## config.mk

```make
export PLATFORM = sky130hd
export DESIGN_NAME = csp_clock_ctrl
export DESIGN_NICKNAME = d
export VERILOG_FILES = /design/src/include/csp_pkg.sv /design/src/verilog/csp_clock_ctrl.sv
export SDC_FILE = /design/constraint.sdc
export NUM_CORES = 1
export LEC_CHECK = 0
export ABC_AREA = 1
export BUFFER_PORTS_ARGS = -buffer_cell sky130_fd_sc_hd__buf_2
export CORE_ASPECT_RATIO = 1.4
export CORE_MARGIN = 4
export CORE_UTILIZATION = 58
export DETAILED_ROUTE_END_ITERATION = 10
export GPL_TIMING_DRIVEN = 0
export HOLD_SLACK_MARGIN = 0.08
export PLACE_DENSITY = 0.81
export SYNTH_ARGS = -nofsm -noshare
export SYNTH_HDL_FRONTEND = slang
export SYNTH_SLANG_ARGS = --single-unit
```

## constraint.sdc

```tcl
create_clock -name MCLK -period 1.81 [get_ports MCLK]
set_input_delay 0 -clock MCLK [delete_from_list [all_inputs] [get_ports MCLK]]
set_output_delay 0 -clock MCLK [all_outputs]
set_load 0.02 [all_outputs]
```

## src/include/csp_pkg.sv

```systemverilog
`default_nettype none
package csp_pkg;
  // ----------------------------------------------------------------
  // register map
  // ----------------------------------------------------------------
  localparam logic [7:0] OSC_CTRL_OFS  = 8'h00;
  localparam logic [7:0] PLL_CFG_OFS   = 8'h04;
  localparam logic [7:0] RDY_STAT_OFS  = 8'h08;
  localparam logic [7:0] SYS_SEL_OFS   = 8'h0C;
  localparam logic [7:0] IRQ_STAT_OFS  = 8'h10;
  localparam logic [7:0] IRQ_MASK_OFS  = 8'h14;

  // ----------------------------------------------------------------
  // field positions
  // ----------------------------------------------------------------
  localparam int OSC_IRC_EN_BIT   = 0;
  localparam int OSC_ELS_EN_BIT   = 2;
  localparam int OSC_EHS_EN_BIT   = 4;
  localparam int OSC_EHS_DRV_BIT  = 5;
  localparam int PLL_MULT_LSB     = 0;
  localparam int PLL_POST_LSB     = 5;
  localparam int PLL_FRONT_BIT    = 8;
  localparam int PLL_REF_LSB      = 12;
  localparam int PLL_EN_BIT       = 15;
  localparam int RDY_IRC_BIT      = 0;
  localparam int RDY_ELS_BIT      = 2;
  localparam int RDY_EHS_BIT      = 4;
  localparam int RDY_PLL_BIT      = 6;
  localparam int SEL_ACT_LSB      = 4;

  // ----------------------------------------------------------------
  // reset values
  // ----------------------------------------------------------------
  localparam logic       IRC_EN_RST   = 1'b1;
  localparam logic [2:0] PLL_POST_RST = 3'h3;
  localparam logic [4:0] PLL_MULT_RST = 5'h03;
  localparam logic [3:0] RDY_RST      = 4'h1;

  // ----------------------------------------------------------------
  // encodings
  // ----------------------------------------------------------------
  localparam logic [2:0] SRC_IRC  = 3'h0;
  localparam logic [2:0] SRC_INTERNAL_RC_SLOW = 3'h1;
  localparam logic [2:0] SRC_EHS  = 3'h2;
  localparam logic [2:0] SRC_ELS  = 3'h3;
  localparam logic [2:0] SRC_PLL  = 3'h4;
  localparam logic [1:0] REF_IRC  = 2'h0;
  localparam logic [1:0] REF_EHS  = 2'h1;

  // ----------------------------------------------------------------
  // timing
  // ----------------------------------------------------------------
  localparam int CLK_MHZ        = 125;
  localparam int IRC_START_NS   = 1000;
  localparam int EHS_START_NS   = 16000;
  localparam int ELS_START_US   = 1000;
  localparam int PLL_LOCK_US    = 100;
  localparam int IRC_START_CYC  = (IRC_START_NS * CLK_MHZ + 999) / 1000;
  localparam int EHS_START_CYC  = (EHS_START_NS * CLK_MHZ + 999) / 1000;
  localparam int ELS_START_CYC  = ELS_START_US * CLK_MHZ;
  localparam int PLL_LOCK_CYC   = PLL_LOCK_US * CLK_MHZ;
  localparam int CNT_W          = 20;
endpackage
`default_nettype wire

```

## src/verilog/csp_clock_ctrl.sv

```systemverilog
`timescale 1ns/1ps
`default_nettype none
module csp_clock_ctrl
  import csp_pkg::*;
#(
  parameter int ELS_START = csp_pkg::ELS_START_CYC,
  parameter int PLL_LOCK  = csp_pkg::PLL_LOCK_CYC
) (
  input  wire logic        MCLK,
  input  wire logic        RST,
  input  wire logic        CE,
  input  wire logic [7:0]  ADDR,
  input  wire logic [31:0] WDATA,
  input  wire logic        WR,
  input  wire logic        RD,
  output var  logic [31:0] RDATA,
  output var  logic        IRQ,
  output var  logic        IRC_FAST_EN,
  output var  logic        HS_CRYSTAL_EN,
  output var  logic        LS_CRYSTAL_EN,
  output var  logic        HS_CRYSTAL_DRIVE,
  output var  logic        PLL_EN,
  output var  logic [1:0]  PLL_REF_SEL,
  output var  logic        PLL_FRONT_DIV,
  output var  logic [2:0]  PLL_POST_DIV,
  output var  logic [4:0]  PLL_MULT,
  output var  logic [2:0]  SYSCLK_ACTIVE
);

  // ----------------------------------------------------------------
  // state
  // ----------------------------------------------------------------
  // source index for ready tracking: 0 fast RC, 1 hs crystal, 2 ls crystal, 3 pll
  typedef struct packed {
    logic                  hs_crystal_drive_range;
    logic                  hs_crystal_enable;
    logic                  ls_crystal_enable;
    logic                  internal_rc_fast_enable;
    logic                  pll_enable_bit;
    logic [1:0]            pll_reference_select;
    logic                  pll_front_divider_select;
    logic [2:0]            pll_post_select;
    logic [4:0]            pll_feedback_multiplier;
    logic [2:0]            system_clock_select;
    logic [2:0]            active_src;
    logic [3:0]            rdy;
    logic [3:0][CNT_W-1:0] cnt;
    logic [4:0]            ists;
    logic [4:0]            imask;
    logic [31:0]           rdata;
    logic                  irq;
  } csp_state_t;

  csp_state_t state_reg;
  csp_state_t state_next;

  logic [3:0]            en_vec;
  logic [3:0]            run_vec;
  logic [3:0][CNT_W-1:0] lim_vec;
  logic                  pll_in_use;
  logic                  prot_irc;
  logic                  prot_ehs;
  logic                  prot_els;
  logic                  prot_pll;

  function automatic logic src_ready(input logic [2:0] code, input logic [3:0] rdy);
    logic r;
    r = 1'b0;
    case (code)
      SRC_IRC:  r = rdy[0];
      SRC_INTERNAL_RC_SLOW: r = 1'b1;
      SRC_EHS:  r = rdy[1];
      SRC_ELS:  r = rdy[2];
      SRC_PLL:  r = rdy[3];
      default:  r = 1'b0;
    endcase
    return r;
  endfunction

  // ----------------------------------------------------------------
  // protection and startup
  // ----------------------------------------------------------------
  always_comb begin
    // a source feeding the pll is in use whenever the pll is
    pll_in_use = (state_reg.active_src == SRC_PLL) || (state_reg.system_clock_select == SRC_PLL);
    prot_irc = (state_reg.active_src == SRC_IRC) || (state_reg.system_clock_select == SRC_IRC)
               || (pll_in_use && state_reg.pll_reference_select == REF_IRC);
    prot_ehs = (state_reg.active_src == SRC_EHS) || (state_reg.system_clock_select == SRC_EHS)
               || (pll_in_use && state_reg.pll_reference_select == REF_EHS);
    prot_els = (state_reg.active_src == SRC_ELS) || (state_reg.system_clock_select == SRC_ELS);
    prot_pll = pll_in_use;
    en_vec = {state_reg.pll_enable_bit, state_reg.ls_crystal_enable,
              state_reg.hs_crystal_enable, state_reg.internal_rc_fast_enable};
    lim_vec[0] = CNT_W'(IRC_START_CYC);
    lim_vec[1] = CNT_W'(EHS_START_CYC);
    lim_vec[2] = CNT_W'(ELS_START);
    lim_vec[3] = CNT_W'(PLL_LOCK);
    run_vec = en_vec;
    // pll cannot lock without a ready reference
    if (state_reg.pll_reference_select == REF_IRC) begin
      run_vec[3] = en_vec[3] & state_reg.rdy[0];
    end else if (state_reg.pll_reference_select == REF_EHS) begin
      run_vec[3] = en_vec[3] & state_reg.rdy[1];
    end else begin
      run_vec[3] = 1'b0;
    end
  end

  // ----------------------------------------------------------------
  // next state
  // ----------------------------------------------------------------
  always_comb begin
    state_next = state_reg;
    state_next.rdata = 32'h0000_0000;
    // ready tracking per source
    for (int i = 0; i < 4; i++) begin
      if (!run_vec[i]) begin
        state_next.cnt[i] = '0;
        state_next.rdy[i] = 1'b0;
      end else if (!state_reg.rdy[i]) begin
        if (state_reg.cnt[i] >= lim_vec[i] - CNT_W'(1)) begin
          state_next.rdy[i] = 1'b1;
        end else begin
          state_next.cnt[i] = state_reg.cnt[i] + CNT_W'(1);
        end
      end
    end
    // deferred switch: reserved codes never become active
    if (state_reg.system_clock_select != state_reg.active_src
        && src_ready(state_reg.system_clock_select, state_reg.rdy)) begin
      state_next.active_src = state_reg.system_clock_select;
    end
    // register writes
    if (WR) begin
      if (ADDR == OSC_CTRL_OFS) begin
        state_next.hs_crystal_drive_range = WDATA[OSC_EHS_DRV_BIT];
        state_next.hs_crystal_enable = WDATA[OSC_EHS_EN_BIT] | prot_ehs;
        state_next.ls_crystal_enable = WDATA[OSC_ELS_EN_BIT] | prot_els;
        state_next.internal_rc_fast_enable = WDATA[OSC_IRC_EN_BIT] | prot_irc;
      end else if (ADDR == PLL_CFG_OFS) begin
        state_next.pll_enable_bit = WDATA[PLL_EN_BIT] | prot_pll;
        state_next.pll_reference_select = WDATA[PLL_REF_LSB +: 2];
        state_next.pll_front_divider_select = WDATA[PLL_FRONT_BIT];
        state_next.pll_post_select = WDATA[PLL_POST_LSB +: 3];
        state_next.pll_feedback_multiplier = WDATA[PLL_MULT_LSB +: 5];
      end else if (ADDR == SYS_SEL_OFS) begin
        state_next.system_clock_select = WDATA[2:0];
      end else if (ADDR == IRQ_STAT_OFS) begin
        state_next.ists = state_reg.ists & ~WDATA[4:0];
      end else if (ADDR == IRQ_MASK_OFS) begin
        state_next.imask = WDATA[4:0];
      end
      // ready status register is read only: writes fall through here
    end
    // events after the clear so a simultaneous set wins
    state_next.ists = state_next.ists | {1'b0, state_next.rdy & ~state_reg.rdy};
    if (state_next.active_src != state_reg.active_src) begin
      state_next.ists[4] = 1'b1;
    end
    state_next.irq = |(state_next.ists & state_next.imask);
    // reads, reserved bits zero
    if (RD) begin
      if (ADDR == OSC_CTRL_OFS) begin
        state_next.rdata[OSC_EHS_DRV_BIT] = state_reg.hs_crystal_drive_range;
        state_next.rdata[OSC_EHS_EN_BIT] = state_reg.hs_crystal_enable;
        state_next.rdata[OSC_ELS_EN_BIT] = state_reg.ls_crystal_enable;
        state_next.rdata[OSC_IRC_EN_BIT] = state_reg.internal_rc_fast_enable;
      end else if (ADDR == PLL_CFG_OFS) begin
        state_next.rdata[PLL_EN_BIT] = state_reg.pll_enable_bit;
        state_next.rdata[PLL_REF_LSB +: 2] = state_reg.pll_reference_select;
        state_next.rdata[PLL_FRONT_BIT] = state_reg.pll_front_divider_select;
        state_next.rdata[PLL_POST_LSB +: 3] = state_reg.pll_post_select;
        state_next.rdata[PLL_MULT_LSB +: 5] = state_reg.pll_feedback_multiplier;
      end else if (ADDR == RDY_STAT_OFS) begin
        state_next.rdata[RDY_PLL_BIT] = state_reg.rdy[3];
        state_next.rdata[RDY_EHS_BIT] = state_reg.rdy[1];
        state_next.rdata[RDY_ELS_BIT] = state_reg.rdy[2];
        state_next.rdata[RDY_IRC_BIT] = state_reg.rdy[0];
      end else if (ADDR == SYS_SEL_OFS) begin
        state_next.rdata[2:0] = state_reg.system_clock_select;
        state_next.rdata[SEL_ACT_LSB +: 3] = state_reg.active_src;
      end else if (ADDR == IRQ_STAT_OFS) begin
        state_next.rdata[4:0] = state_reg.ists;
      end else if (ADDR == IRQ_MASK_OFS) begin
        state_next.rdata[4:0] = state_reg.imask;
      end
    end
  end

  // ----------------------------------------------------------------
  // registers
  // ----------------------------------------------------------------
  always_ff @(posedge MCLK) begin
    if (RST) begin
      state_reg <= '0;
      state_reg.internal_rc_fast_enable <= IRC_EN_RST;
      state_reg.pll_post_select <= PLL_POST_RST;
      state_reg.pll_feedback_multiplier <= PLL_MULT_RST;
      state_reg.rdy <= RDY_RST;
    end else if (CE) begin
      state_reg <= state_next;
    end
  end

  assign RDATA            = state_reg.rdata;
  assign IRQ              = state_reg.irq;
  assign IRC_FAST_EN      = state_reg.internal_rc_fast_enable;
  assign HS_CRYSTAL_EN    = state_reg.hs_crystal_enable;
  assign LS_CRYSTAL_EN    = state_reg.ls_crystal_enable;
  assign HS_CRYSTAL_DRIVE = state_reg.hs_crystal_drive_range;
  assign PLL_EN           = state_reg.pll_enable_bit;
  assign PLL_REF_SEL      = state_reg.pll_reference_select;
  assign PLL_FRONT_DIV    = state_reg.pll_front_divider_select;
  assign PLL_POST_DIV     = state_reg.pll_post_select;
  assign PLL_MULT         = state_reg.pll_feedback_multiplier;
  assign SYSCLK_ACTIVE    = state_reg.active_src;

  // ----------------------------------------------------------------
  // checks
  // ----------------------------------------------------------------
  a_irc_clear_block: assert property (@(posedge MCLK) disable iff (RST)
    (CE && WR && ADDR == OSC_CTRL_OFS && !WDATA[OSC_IRC_EN_BIT] && prot_irc)
    |=> IRC_FAST_EN)
    else $error("protected fast RC enable was cleared");

  a_pll_clear_block: assert property (@(posedge MCLK) disable iff (RST)
    (CE && WR && ADDR == PLL_CFG_OFS && !WDATA[PLL_EN_BIT] && prot_pll)
    |=> PLL_EN)
    else $error("protected pll enable was cleared");

  a_drive_write: assert property (@(posedge MCLK) disable iff (RST)
    (CE && WR && ADDR == OSC_CTRL_OFS) |=> HS_CRYSTAL_DRIVE == $past(WDATA[OSC_EHS_DRV_BIT]))
    else $error("crystal drive range not written");

  a_post_write: assert property (@(posedge MCLK) disable iff (RST)
    (CE && WR && ADDR == PLL_CFG_OFS) |=> PLL_POST_DIV == $past(WDATA[7:5])
      && PLL_MULT == $past(WDATA[4:0]))
    else $error("pll divider fields not written");

  a_ready_drop: assert property (@(posedge MCLK) disable iff (RST)
    (CE && !HS_CRYSTAL_EN) |=> !state_reg.rdy[1])
    else $error("crystal ready while disabled");

  a_lock_needs_en: assert property (@(posedge MCLK) disable iff (RST)
    $rose(state_reg.rdy[3]) |-> $past(PLL_EN) && $past(state_reg.cnt[3]) != '0)
    else $error("pll locked without enable and settling");

  a_switch_ready: assert property (@(posedge MCLK) disable iff (RST)
    $changed(SYSCLK_ACTIVE) |-> $past(src_ready(state_reg.system_clock_select, state_reg.rdy))
      && SYSCLK_ACTIVE == $past(state_reg.system_clock_select))
    else $error("clock switched to an unready source");

  a_status_read: assert property (@(posedge MCLK) disable iff (RST)
    (CE && RD && ADDR == RDY_STAT_OFS) |=> RDATA[31:7] == '0 && RDATA[5] == 1'b0
      && RDATA[0] == $past(state_reg.rdy[0]))
    else $error("status read shows reserved bits or wrong ready");

  a_irq_level: assert property (@(posedge MCLK) disable iff (RST)
    IRQ == |(state_reg.ists & state_reg.imask))
    else $error("interrupt output disagrees with status and mask");

  a_hs_enable_write: assert property (@(posedge MCLK) disable iff (RST)
    (CE && WR && ADDR == OSC_CTRL_OFS && !prot_ehs)
    |=> HS_CRYSTAL_EN == $past(WDATA[OSC_EHS_EN_BIT]))
    else $error("high-speed crystal enable not written");

  a_ls_enable_write: assert property (@(posedge MCLK) disable iff (RST)
    (CE && WR && ADDR == OSC_CTRL_OFS && !prot_els)
    |=> LS_CRYSTAL_EN == $past(WDATA[OSC_ELS_EN_BIT]))
    else $error("low-speed crystal enable not written");

  a_rc_enable_write: assert property (@(posedge MCLK) disable iff (RST)
    (CE && WR && ADDR == OSC_CTRL_OFS && !prot_irc)
    |=> IRC_FAST_EN == $past(WDATA[OSC_IRC_EN_BIT]))
    else $error("fast RC enable not written");

  a_pll_enable_write: assert property (@(posedge MCLK) disable iff (RST)
    (CE && WR && ADDR == PLL_CFG_OFS && !prot_pll)
    |=> PLL_EN == $past(WDATA[PLL_EN_BIT]))
    else $error("unprotected pll enable not written");

  a_ref_write: assert property (@(posedge MCLK) disable iff (RST)
    (CE && WR && ADDR == PLL_CFG_OFS) |=> PLL_REF_SEL == $past(WDATA[13:12]))
    else $error("pll reference select not written");

  a_front_write: assert property (@(posedge MCLK) disable iff (RST)
    (CE && WR && ADDR == PLL_CFG_OFS) |=> PLL_FRONT_DIV == $past(WDATA[PLL_FRONT_BIT]))
    else $error("pll front divider not written");

  a_mult_write: assert property (@(posedge MCLK) disable iff (RST)
    (CE && WR && ADDR == PLL_CFG_OFS) |=> PLL_MULT == $past(WDATA[4:0]))
    else $error("pll feedback multiplier not written");

  a_lock_read: assert property (@(posedge MCLK) disable iff (RST)
    (CE && RD && ADDR == RDY_STAT_OFS) |=> RDATA[RDY_PLL_BIT] == $past(state_reg.rdy[3]))
    else $error("status read shows wrong pll lock");

  a_hs_ready_read: assert property (@(posedge MCLK) disable iff (RST)
    (CE && RD && ADDR == RDY_STAT_OFS) |=> RDATA[RDY_EHS_BIT] == $past(state_reg.rdy[1]))
    else $error("status read shows wrong high-speed crystal ready");

  a_ls_ready_read: assert property (@(posedge MCLK) disable iff (RST)
    (CE && RD && ADDR == RDY_STAT_OFS) |=> RDATA[RDY_ELS_BIT] == $past(state_reg.rdy[2]))
    else $error("status read shows wrong low-speed crystal ready");

  a_ls_ready_drop: assert property (@(posedge MCLK) disable iff (RST)
    (CE && !LS_CRYSTAL_EN) |=> !state_reg.rdy[2])
    else $error("low-speed crystal ready while disabled");

  a_select_write: assert property (@(posedge MCLK) disable iff (RST)
    (CE && WR && ADDR == SYS_SEL_OFS) |=> state_reg.system_clock_select == $past(WDATA[2:0]))
    else $error("system clock select not written");

  a_select_legal: assert property (@(posedge MCLK) disable iff (RST)
    SYSCLK_ACTIVE <= SRC_PLL)
    else $error("reserved source became the system clock");

  a_rdata_idle: assert property (@(posedge MCLK) disable iff (RST)
    (CE && !RD) |=> RDATA == 32'h0000_0000)
    else $error("read data stood without a read");

endmodule // csp_clock_ctrl
`default_nettype wire

```

# == Word-level counts from Yosys, hierarchy flattened ==
# Cells that the tools add are included.
# W data, S select, Z words.
# word_totals
regBits,129
in_bits,45
elab_cells,150
# op_classes
addsub,4
order_cmp,4
eq_ne,23
n_mux,64
bitwise,14
reduce_logical,21
# ops
operator,count
$mux W20,12
$add A20 B1 Y20 const B,4
$mux W10,4
$mux W1,31
$mux W5,5
$ge A20 B11 Y1 const B,1
$ge A20 B14 Y1 const B,1
$ge A20 B17 Y1 const B,1
$ge A20 B7 Y1 const B,1
$eq A8 B4 Y1 const B,2
$eq A8 B5 Y1 const B,2
$ne A2 B2 Y1 const B,8
$reduce_and A3 Y1,5
$eq A3 B2 Y1 const B,4
$mux W2,6
$and A5 B5 Y5,2
$mux W3,3
$mux W9,1
$eq A8 B3 Y1 const B,1
$logic_not A8 Y1,1
$mux W7,1
$eq A3 B3 Y1 const B,2
$logic_not A3 Y1,2
$logic_or A1 B1 Y1,6
16 further kinds,24

# == Longest topological paths before layout ==
# Gate-level depths: netlist (run 1).
# depth
depth_word,11
depth_mapped,13

# == Worst setup path before layout (run 1) ==
# OpenSTA, ideal clock, no wires.
# synth_path
kind,reg2reg
startpoint,register state_reg[63] in the netlist's numbering
endpoint,register state_reg[72] in the netlist's numbering
setup_ns,0.119
t_arrival_ns,1.456
required_ns,1.691
slack_ns,0.235
path_stages_with_launch,10
path_buffers,0
synth_period_minus_slack_ns,1.575
cell_sequence,dfxtp_1 -> ha_1 -> nand3_1 -> nand2_1 -> nand3_1 -> nand2_1 -> a21oi_2 -> nand3_1 -> o21ai_0 -> a21oi_1
# synth_via
elab_chain_cells,4
elab_cells_between_ends,7
# synth_lines
element,line,rtl
"start, declared",csp_clock_ctrl.sv:54,csp_state_t state_reg;
"start signal, assigned",csp_clock_ctrl.sv:201,state_reg <= state_next;
$add A20 B1 Y20,csp_clock_ctrl.sv:124,state_next.cnt[i] = state_reg.cnt[i] + CNT_W'(1);
$mux W20,csp_clock_ctrl.sv:121,if (state_reg.cnt[i] >= lim_vec[i] - CNT_W'(1)) begin
$mux W20,csp_clock_ctrl.sv:120,end else if (!state_reg.rdy[i]) begin
$mux W20,csp_clock_ctrl.sv:117,if (!run_vec[i]) begin
# Parallel ways exist; a longest one is shown, timed or not. The select of a mux whose other input is x is not followed.
# A chain may end at the register's enable or synchronous reset.

# == Final worst setup path (run 1) ==
# layout_path
startpoint,register state_reg[103] in the netlist's numbering
endpoint,register state_reg[116] in the netlist's numbering
# Same word-level chain as after synthesis.

==> results of run 1 <==
-- cell usage after synthesis (3+ instances only) --
library cell / n
o22ai_1: 4
buf_2: 8
nor3_1: 39
inv_1: 111
nor2_1: 109
clkinv_1: 3
xnor2_1: 7
o21ai_1: 6
nand2_1: 208
dfxtp_1: 129
nor2_2: 3
inv_2: 4
a211oi_1: 6
clkbuf_1: 19
buf_6: 4
nand3_1: 69
a21oi_1: 66
ha_1: 5
a31oi_1: 5
o21ai_0: 53
nand2_2: 11
o211ai_2: 3
o31ai_1: 4
buf_4: 48
nand4_1: 17
xor2_1: 14
-- critical path, cell delays in order (launching register included) --
cell	delay [ps]
dfxtp_1	340
ha_2	210
inv_1	90
nand3_1	90
nand3_1	100
nand3_2	120
o21ai_4	250
nand2_4	120
buf_6	160
nand2_1	60
a21oi_1	50
-- cell type report --
cell class	count	area, um2
plain buffers	80	537
repair buffers	75	478
clock inverters	13	209
flip-flops and latches	129	2590
multi-input cells	674	3380
fillers	899	3070
clock buffers	19	443
well taps	144	180
inverters	118	444
-- per-layer routing --
| metal | vias up | part of all wire, % |
|---|---|---|
| met2 | 293 | 50 |
| met1 | 3117 | 38 |
| met3 | 76 | 6.6 |
| met4 | 0 | 4.9 |
| met5 | - | 0 |
| li1 | 3340 | - |
-- logic make-up after synthesis --
| family | synth area share, % |
|---|---|
| other | 0.0556 |
| DFF | 38.3 |
| adders and majority gates | 0.928 |
| AOI/OAI and AO/OA | 13.3 |
| and+or+nand+nor | 30.4 |
| xor gates and xnor gates | 2.73 |
| buffers and inverters | 14.3 |
-- power groups by stage --
stage	sequential (mW)	clock [mW]	combinational, mW
finish	2.94	3.78	0.685
global route	2.95	3.94	0.747
CTS	2.94	3.81	0.647
detailed placement	3.00	0	0.611
global placement	3.00	0	0.604
floorplan	2.99	0	0.442
-- worst paths after layout --
check,start,end,slack [ps],depth (start not counted)
worst max-delay path,state_reg[103]$_SDFFE_PP0P_,state_reg[116]$_SDFFE_PP0P_,60,10
worst max register to register,state_reg[103]$_SDFFE_PP0P_,state_reg[116]$_SDFFE_PP0P_,60,10
worst min-delay path,ADDR[4],RDATA[5]$_SDFFE_PP0P_,90,6
worst min register to register,state_reg[75]$_SDFFE_PP0P_,state_reg[75]$_SDFFE_PP0P_,440,2
-- through the flow --
step	setup TNS, ps	hold WS, ps	std cells	util [%]	setup WS [ps]
after floorplan	0	126	1001	-	235
after global placement	-29.9	217	1200	64.1	-29.9
after detailed placement	-25.0	232	1200	64.1	-25.0
after CTS	-9.60	86.4	1248	71.5	-9.60
after global routing	-22.8	130	1252	72.9	-10.6
final	0	91.5	1252	72.9	63.0
-- repair_timing --
| item | CTS | global route |
|---|---|---|
| setup endpoints to repair | 9 | 70 |
| hold endpoints to repair | 39 | 0 |
| hold buffers | 16 | 0 |
| cloned | 0 | 1 |
| pin swaps | 0 | 4 |
| setup buffers | 0 | 3 |
| gates resized for setup | 5 | 48 |
==> Implementation_results.wiki, run 1 <==
{| class="wikitable"
! Metric !! Value
|-
| Wire length of the first global-routing pass || 29.2 mm
|-
| Worst-skew pair later-pin latency || 430 ps
|-
| Std-Cell Core Area || 0.0113 mm2
|-
| Maximum achievable frequency || 572 MHz
|-
| Clock group share of total power || 51.0%
|-
| Clock edge transition at the registers on the reported setup and hold paths || 60 ps
|-
| GRT Util Overall || 27.1%
|-
| Final Total Pwr || 7.41 mW
|-
| Tcrit/Tclk final || 96.5%
|-
| Vias in the first global route || 6365
|-
| Antenna viol nets, final || 0
|-
| Floorplan row count || 46
|-
| Setup-failing EPs final || 0
|-
| Setup Skew || 12.8 ps
|-
| Worst Path Class, Setup || register to register
|-
| Total number of vias || 6826
|-
| Count of clock tree sinks || 129
|-
| Commonest cells after routing, fill and taps aside || nand2_1, dfxtp_1, inv_1
|-
| Routed length per placed instance || 14.7 um
|-
| CTS buffer count || 17
|-
| Cell count after synthesis || 982
|-
| M1 GR Usage || 29.6%
|-
| Number of violations reported at the end of detailed-routing iteration 0 || 420
|-
| GR Overflow Total || 0
|-
| Final Hold Fails || 0
|-
| Fraction of registers with async set or reset after synthesis || 0%
|-
| Cell area after technology mapping || 0.00674 mm2
|-
| Ports || 97
|-
| Vias/cell || 5.45
|-
| Kind of path behind the tightest hold check || primary input to register
|-
| Switching Power || 1.79 mW
|-
| Number of synthesized flops with an enable pin || 0
|-
| N_diodes || 0
|-
| Die Footprint || 0.0134 mm2
|-
| Antenna violations before repair || 0
|-
| Max-slew violation total from the final report || 0
|-
| Post-place instance area || 0.00727 mm2
|-
| Number of library cell types mapped by synthesis || 48
|-
| Clock tree from TritonCTS || yes
|-
| Non-Filler Cell Area, Final || 0.00826 mm2
|-
| CP Launch Type || register
|-
| Ranking of synthesized cells by area || dfxtp_1, nand2_1, inv_1
|-
| Maximum level of the CTS H-tree || 4
|-
| Cell internal pwr || 5.62 mW
|-
| DP Wirelength || 12.4 mm
|-
| Global placer's final weighted congestion || 0.922
|-
| Starting density of the core || 59.5%
|-
| Tightest slew margin relative to the limit || 52.1%
|-
| Worst VDD drop || 0.673 mV
|-
| Number of nets at the end of the flow || 1145
|-
| Most common library cell in the layout ignoring fill and taps || nand2_1
|-
| Crit path arrival time || 2020 ps
|-
| Max FFs per register || 97
|-
| Library cell used as clock root buffer || clkbuf_16
|-
| Per-instance average area after synthesis || 6.87 um2
|-
| Final critical path time including I/O delays and setup || 1750 ps
|-
| Fraction of post-synthesis cell area in the top cell type by area || 38.3%
|-
| Die outline width || 99.1 um
|-
| Total length of routed wires || 18.4 mm
|-
| Actual transition at the worst max-transition pin || 718 ps
|-
| Type of destination of the critical path || register
|-
| Data required, critical path || 2090 ps
|-
| Leakage power figure || 3.51 nW
|-
| GR Layer Usage met2 || 47.9%
|-
| DIE HEIGHT || 136 um
|-
| Max Cap Violations || 0
|-
| Cell Pwr Density || 896 mW/mm2
|-
| Worst Path Max Fanout || 10
|-
| Switching part of the total power || 24.1%
|-
| Sequential power share || 39.7%
|-
| Sequential-to-total area share from yosys stat || 38.3%
|-
| Proportion of layout cells with a drive suffix above 1 || 19.5%
|-
| Most crowded layer after global routing || met2
|-
| DRC Markers || 0
|-
| YS warnings || 0
|-
| Max clock buf depth || 2
|-
| Area growth from synthesis to layout || 22.6%
|-
| Status || finished, final reports clean
|-
| Cell taking the most area after synthesis || dfxtp_1
|-
| Main synth FF type || dfxtp_1
|-
| Share of power burned in combinational logic || 9.3%
|-
| Pin count of the biggest net entering global routing || 17
|-
| Number of detailed-routing iterations run before antenna repair || 7
|-
| Number of buffer cells added on primary ports || 55
|-
| Met3 Use GR || 6.08%
|-
| Number of storage elements in the synthesis netlist || 129
|}
Note: power is estimated with default switching activity, not from simulation.
==> run 2, diff against run 1 <==
--- a/config.mk
+++ b/config.mk
@@ -14,6 +14,7 @@
 export GPL_TIMING_DRIVEN = 0
 export HOLD_SLACK_MARGIN = 0.08
 export PLACE_DENSITY = 0.81
+export SETUP_SLACK_MARGIN = 0.5
 export SYNTH_ARGS = -nofsm -noshare
 export SYNTH_HDL_FRONTEND = slang
 export SYNTH_SLANG_ARGS = --single-unit
==> run 2 against run 1 <==
The run now ends with DRC, setup timing left. Clock power is 3% lower. First-iteration DRC count grew to 3.3 times the previous value. Cell area is 21% higher. Maximum frequency is 4.2% lower. Register-to-register slack worse by 80 ps. Critical path type unchanged. Critical endpoint is now IRQ$_SDFFE_PP0P_. Highest routed layer unchanged.
==> Implementation_results.wiki, run 2 (synthesis results as in run 1) <==
{| class="wikitable"
! Metric !! Value
|-
| Status || finished, violations left
|-
| Failing checks || DRC, setup timing
|-
| Fillcell total || 509 (-43%)
|-
| DIE HEIGHT || 136 um (unchanged)
|-
| Wire length of the first global-routing pass || 35.1 mm (+20%)
|-
| Kind of path behind the tightest hold check || primary input to register
|-
| DP Wirelength || 12.3 mm (-0.49%)
|-
| Worst Path Buf+Inv || 1 (-1)
|-
| Non-Filler Cell Area, Final || 0.0100 mm2 (+21%)
|-
| Library cell used as clock root buffer || clkbuf_16
|-
| Starting density of the core || 59.5% (unchanged)
|-
| Reg2reg start || LS_CRYSTAL_EN$_SDFFE_PP0P_
|-
| Count of clock tree sinks || 129 (unchanged)
|-
| GR Overflow Total || 0 (unchanged)
|-
| Antenna viol nets, final || 0 (unchanged)
|-
| Cell with the largest stage delay on the worst path || dfxtp_2
|-
| CTS buffer count || 17 (unchanged)
|-
| Number of violations reported at the end of detailed-routing iteration 0 || 1368 (+230%)
|-
| Final Total Pwr || 7.55 mW (+2.0%)
|-
| Stages on the worst setup path || 8 (-2)
|-
| Clock edge transition at the registers on the reported setup and hold paths || 60 ps (about the same)
|-
| Vias/cell || 6.33 (+16%)
|-
| Kind of cell adding the most delay to the critical path || simple AND/OR/NAND/NOR gates
|-
| Most common cell on crit path || nand2_1
|-
| Global placer's final weighted congestion || 0.953 (+3.3%)
|-
| Setup repair after global routing missed its margin || yes
|-
| Routed length per placed instance || 20.9 um (+43%)
|-
| Max-slew violation total from the final report || 0 (unchanged)
|-
| Number of buffer cells added on primary ports || 55 (unchanged)
|-
| Ports || 97 (unchanged)
|-
| Beginning of the critical path || LS_CRYSTAL_EN$_SDFFE_PP0P_
|-
| Tightest slew margin relative to the limit || 25.5% (-27 points)
|-
| Number of nets at the end of the flow || 1217 (+6.3%)
|-
| Maximum achievable frequency || 548 MHz (-4.2%)
|-
| Worst Path Class, Setup || register to register
|-
| N_diodes || 0 (unchanged)
|-
| Max Cap Violations || 0 (unchanged)
|-
| Antenna violations before repair || 0 (unchanged)
|-
| Total length of routed wires || 27.7 mm (+51%)
|-
| Setup Skew || 7.88 ps (-4.93 ps)
|-
| Floorplan row count || 46 (unchanged)
|-
| Area growth from synthesis to layout || 48.3%
|-
| Post-place instance area || 0.00742 mm2 (+2.1%)
|-
| Register-to-Register Setup Slack || -10 ps (-80 ps)
|-
| Setup-failing EPs final || 1 (+1)
|-
| CP Launch Type || register
|-
| Final critical path time including I/O delays and setup || 1820 ps (+76.4 ps)
|-
| Std-Cell Core Area || 0.0113 mm2 (unchanged)
|-
| Die outline width || 99.1 um (unchanged)
|-
| Capturing element of the worst setup path || IRQ$_SDFFE_PP0P_
|-
| Largest stage delay on the critical path || 480 ps (+140 ps)
|-
| Final Hold Fails || 0 (unchanged)
|-
| GRT Util Overall || 32.3% (+5.2 points)
|-
| Chain of cells forming the critical path || clkinv_2, nor2_4, nand3_1, nand2_2, nand2_1, nand2_1, o21bai_1, nand2_1
|-
| Worst Path Max Fanout || 9 (-1)
|-
| Number of cells on the worst reg-to-reg path || 8 (-2)
|-
| Max clock buf depth || 2 (unchanged)
|-
| Cell Pwr Density || 755 mW/mm2 (-16%)
|-
| Die Footprint || 0.0134 mm2 (unchanged)
|-
| Commonest cells after routing, fill and taps aside || nand2_1, buf_4, dfxtp_1
|-
| Final WS setup || -13.4 ps (-76.4 ps)
|-
| Worst VDD drop || 0.734 mV (+9.0%)
|-
| Leakage power figure || 4.31 nW (+23%)
|-
| Endpoint of the most critical register-to-register path || IRQ$_SDFFE_PP0P_
|-
| Proportion of layout cells with a drive suffix above 1 || 44.0% (+24 points)
|-
| Vias in the first global route || 7259 (+14%)
|-
| Most common library cell in the layout ignoring fill and taps || nand2_1
|-
| Pin count of the biggest net entering global routing || 17 (unchanged)
|-
| Maximum level of the CTS H-tree || 4 (unchanged)
|-
| DRC Markers || 5 (+5)
|-
| Share of the core filled with cells || 88.2% (+15 points)
|-
| Tcrit/Tclk final || 101% (+4.2 points)
|-
| Clock tree from TritonCTS || yes
|-
| Actual transition at the worst max-transition pin || 1120 ps (+399 ps)
|-
| Crit path arrival time || 2200 ps (+180 ps)
|-
| Number of detailed-routing iterations run before antenna repair || 11 (+4)
|-
| Max FFs per register || 97 (unchanged)
|-
| Worst-skew pair later-pin latency || 430 ps (about the same)
|-
| Data required, critical path || 2180 ps (+90 ps)
|-
| Type of destination of the critical path || register
|-
| Total number of vias || 8378 (+23%)
|}
[run 2: where the power goes]
group	switching [mW]	internal (mW)	total, mW
Sequential	0.0644	2.86	2.93
Clock	1.37	2.31	3.68
Combinational	0.606	0.340	0.945
[run 2: how the worst min path moves through the flow]
stage / start / end / slack (ps) / cells past startpoint
after floorplan: WDATA[6] / PLL_POST_DIV[1]$_SDFFE_PP1P_ / 130 / 2
after global placement: WDATA[6] / PLL_POST_DIV[1]$_SDFFE_PP1P_ / 210 / 3
after detailed placement: WDATA[6] / PLL_POST_DIV[1]$_SDFFE_PP1P_ / 230 / 3
after CTS: ADDR[5] / RDATA[3]$_SDFFE_PP0P_ / 100 / 6
after global routing: ADDR[3] / RDATA[3]$_SDFFE_PP0P_ / 150 / 6
final: ADDR[3] / RDATA[3]$_SDFFE_PP0P_ / 110 / 6
[run 2: layout make-up]
type | count | area [um2] | share of cell area [%]
clock inverters | 9 | 129 | 1.29
multi-input cells | 674 | 4310 | 43.1
repair buffers | 147 | 1130 | 11.3
well taps | 144 | 180 | 1.80
plain buffers | 80 | 612 | 6.12
clock buffers | 23 | 488 | 4.88
inverters | 118 | 462 | 4.62
flip-flops and latches | 129 | 2690 | 26.9
[run 2: repair_timing]
| action | in CTS | in global routing |
|---|---|---|
| setup buffers | 41 | 26 |
| hold buffers | 18 | 0 |
| endpoints found under the setup margin | 94 | 106 |
| cloned | 6 | 1 |
| resized for setup | 177 | 197 |
| endpoints found under the hold margin | 35 | 0 |
| pin swaps | 34 | 56 |
[run 2: stage by stage]
stage	hold WS [ps]	setup TNS, ps	setup WS, ps	std cells
final	112	-13.4	-13.4	1324
after global routing	146	-222	-111	1324
after CTS	99.3	0	254	1297
after detailed placement	233	0	146	1200
after global placement	211	0	173	1200
after floorplan	126	0	396	1001
[run 2: worst register-to-register path, stage by stage, from the launching register on]
cell and delay [ps]:
dfxtp_2 480, clkinv_2 270, nor2_4 260, nand3_1 210, nand2_2 190, nand2_1 100, nand2_1 100, o21bai_1 80
nand2_1 70
[run 2: routing by layer]
layer  part of all wire [%]  track usage (%)  wire, um
met4                    9.5             18.3      2640
met5                      0                0         0
met3                     11             5.56      3080
met2                     47             57.0     13100
met1                     32             36.4      8910
==> run 3, diff against run 2 <==
--- a/config.mk
+++ b/config.mk
@@ -15,6 +15,7 @@
 export HOLD_SLACK_MARGIN = 0.08
 export PLACE_DENSITY = 0.81
 export SETUP_SLACK_MARGIN = 0.5
+export SKIP_CTS_REPAIR_TIMING = 1
 export SYNTH_ARGS = -nofsm -noshare
 export SYNTH_HDL_FRONTEND = slang
 export SYNTH_SLANG_ARGS = --single-unit
==> run 3 against run 2 <==
The flow now finishes without violations. Register-to-register slack better by 130 ps. Via count down 12%. Setup slack better by 130 ps. Die area unchanged. Largest power group unchanged. Power down 2.2%. Critical path type unchanged. Critical path depth up 3. Sequential power about the same. Sequential cell count unchanged.
==> Implementation_results.wiki, run 3 (synthesis results as in run 1) <==
{| class="wikitable"
! Metric !! Value
|-
| Status || finished, final reports clean
|-
| Crit path arrival time || 2000 ps (-200 ps)
|-
| Max FFs per register || 97 (unchanged)
|-
| Largest stage delay on the critical path || 340 ps (-140 ps)
|-
| Max clock buf depth || 2 (unchanged)
|-
| Worst Path Class, Setup || register to register
|-
| Antenna violations before repair || 0 (unchanged)
|-
| Max-slew violation total from the final report || 0 (unchanged)
|-
| DRC Markers || 0 (-5)
|-
| CP Launch Type || register
|-
| CTS buffer count || 17 (unchanged)
|-
| Library cell used as clock root buffer || clkbuf_16
|-
| Most common library cell in the layout ignoring fill and taps || nand2_1
|-
| Type of destination of the critical path || register
|-
| Leakage power figure || 3.95 nW (-8.4%)
|-
| Vias in the first global route || 6244 (-14%)
|-
| Maximum level of the CTS H-tree || 4 (unchanged)
|-
| Count of clock tree sinks || 129 (unchanged)
|-
| Wire length of the first global-routing pass || 29.2 mm (-17%)
|-
| Vias/cell || 5.68 (-10%)
|-
| Kind of cell adding the most delay to the critical path || simple AND/OR/NAND/NOR gates
|-
| Area growth from synthesis to layout || 36.0%
|-
| Number of detailed-routing iterations run before antenna repair || 6 (-5)
|-
| Worst VDD drop || 0.580 mV (-21%)
|-
| DIE HEIGHT || 136 um (unchanged)
|-
| GRT Util Overall || 26.6% (-5.7 points)
|-
| Cell Pwr Density || 805 mW/mm2 (+6.6%)
|-
| Maximum achievable frequency || 589 MHz (+7.5%)
|-
| Final Hold Fails || 0 (unchanged)
|-
| DP Wirelength || 12.3 mm (unchanged)
|-
| Cell with the largest stage delay on the worst path || dfxtp_2
|-
| Proportion of layout cells with a drive suffix above 1 || 34.0% (-10 points)
|-
| Std-Cell Core Area || 0.0113 mm2 (unchanged)
|-
| Floorplan row count || 46 (unchanged)
|-
| Final Total Pwr || 7.38 mW (-2.2%)
|-
| Final WS setup || 113 ps (+127 ps)
|-
| Kind of path behind the tightest hold check || primary input to register
|-
| Number of nets at the end of the flow || 1186 (-2.5%)
|-
| Data required, critical path || 2110 ps (-70 ps)
|-
| Clock tree from TritonCTS || yes
|-
| Ports || 97 (unchanged)
|-
| Die outline width || 99.1 um (unchanged)
|-
| Setup-failing EPs final || 0 (-1)
|-
| Number of buffer cells added on primary ports || 55 (unchanged)
|-
| Antenna viol nets, final || 0 (unchanged)
|-
| Worst-skew pair later-pin latency || 420 ps (about the same)
|-
| Total number of vias || 7338 (-12%)
|-
| Setup TNS || 0 ps (+13.4 ps)
|-
| Die Footprint || 0.0134 mm2 (unchanged)
|-
| Number of violations reported at the end of detailed-routing iteration 0 || 627 (-54%)
|-
| Actual transition at the worst max-transition pin || 944 ps (-173 ps)
|-
| N_diodes || 0 (unchanged)
|-
| Total length of routed wires || 21.4 mm (-23%)
|-
| Routed length per placed instance || 16.5 um (-21%)
|-
| Pin count of the biggest net entering global routing || 17 (unchanged)
|-
| Max Cap Violations || 0 (unchanged)
|-
| Final critical path time including I/O delays and setup || 1700 ps (-127 ps)
|-
| Setup Skew || 9.67 ps (+1.79 ps)
|-
| Setup repair after global routing missed its margin || yes
|-
| Tightest slew margin relative to the limit || 37.1% (+12 points)
|-
| Clock edge transition at the registers on the reported setup and hold paths || 60 ps (about the same)
|-
| Commonest cells after routing, fill and taps aside || nand2_1, dfxtp_1, inv_1
|-
| Worst Path Max Fanout || 5 (-4)
|-
| Global placer's final weighted congestion || 0.953 (unchanged)
|-
| GR Overflow Total || 0 (unchanged)
|-
| Most common cell on crit path || nand2_1
|-
| Starting density of the core || 59.5% (unchanged)
|-
| Chain of cells forming the critical path || inv_2, nand2_1, nor2_2, nand2_1, nand2_2, nand3_4, a21oi_4, buf_6, nand2_4, o21ai_2, a21oi_1
|-
| Tcrit/Tclk final || 93.7% (-7.0 points)
|-
| Worst Path Buf+Inv || 2 (+1)
|-
| Worst setup timing slack at the placement stage || 146 ps (unchanged)
|-
| Hold Slack || 64.2 ps (-48.3 ps)
|}
-- run 3: layout make-up --
cell class,count,area [um2]
multi-input cells,675,3850
flip-flops and latches,129,2650
fillers,714,2170
repair buffers,115,840
plain buffers,80,579
clock buffers,23,488
inverters,118,449
well taps,144,180
clock inverters,9,129
-- run 3: path summary, 6_finish.rpt --
| check | start | to | slack [ps] | depth (start not counted) |
|---|---|---|---|---|
| worst max-delay path | state_reg[92]$_SDFFE_PP0P_ | state_reg[89]$_SDFFE_PP0P_ | 110 | 11 |
| worst min-delay path | WR | state_reg[34]$_SDFFE_PP0P_ | 60 | 5 |
| worst max register to register | state_reg[92]$_SDFFE_PP0P_ | state_reg[89]$_SDFFE_PP0P_ | 110 | 11 |
| worst min register to register | state_reg[61]$_SDFFE_PP0P_ | state_reg[61]$_SDFFE_PP0P_ | 440 | 2 |
-- run 3: worst reg2reg max path: stages (launching register included) --
cell,delay [ps]
dfxtp_2,340
inv_2,70
nand2_1,60
nor2_2,170
nand2_1,90
nand2_2,90
nand3_4,90
a21oi_4,260
buf_6,170
nand2_4,60
o21ai_2,140
a21oi_1,50
-- run 3: report_power, final --
part           switching [mW]  internal [mW]  total (mW)
clock network            1.29           2.31        3.60
registers              0.0643           2.88        2.94
logic                   0.516          0.329       0.845
-- run 3: metrics by stage --
step           instances  area, um2  util [%]
2_1_floorplan       1001       6960         -
4_1_cts             1232       8040      70.9
5_1_grt             1293       9170      80.9
6_report            1293       9170      80.9
3_3_place_gp        1200       7420      65.4
3_5_place_dp        1200       7420      65.4
-- run 3: layer usage --
metal / up-vias / routed length, um / GRT usage (%)
met5: - / 0 / 0
met4: 0 / 1020 / 12.0
met3: 110 / 1720 / 4.22
met2: 440 / 10900 / 46.3
met1: 3348 / 7720 / 32.1
li1: 3440 / - / -
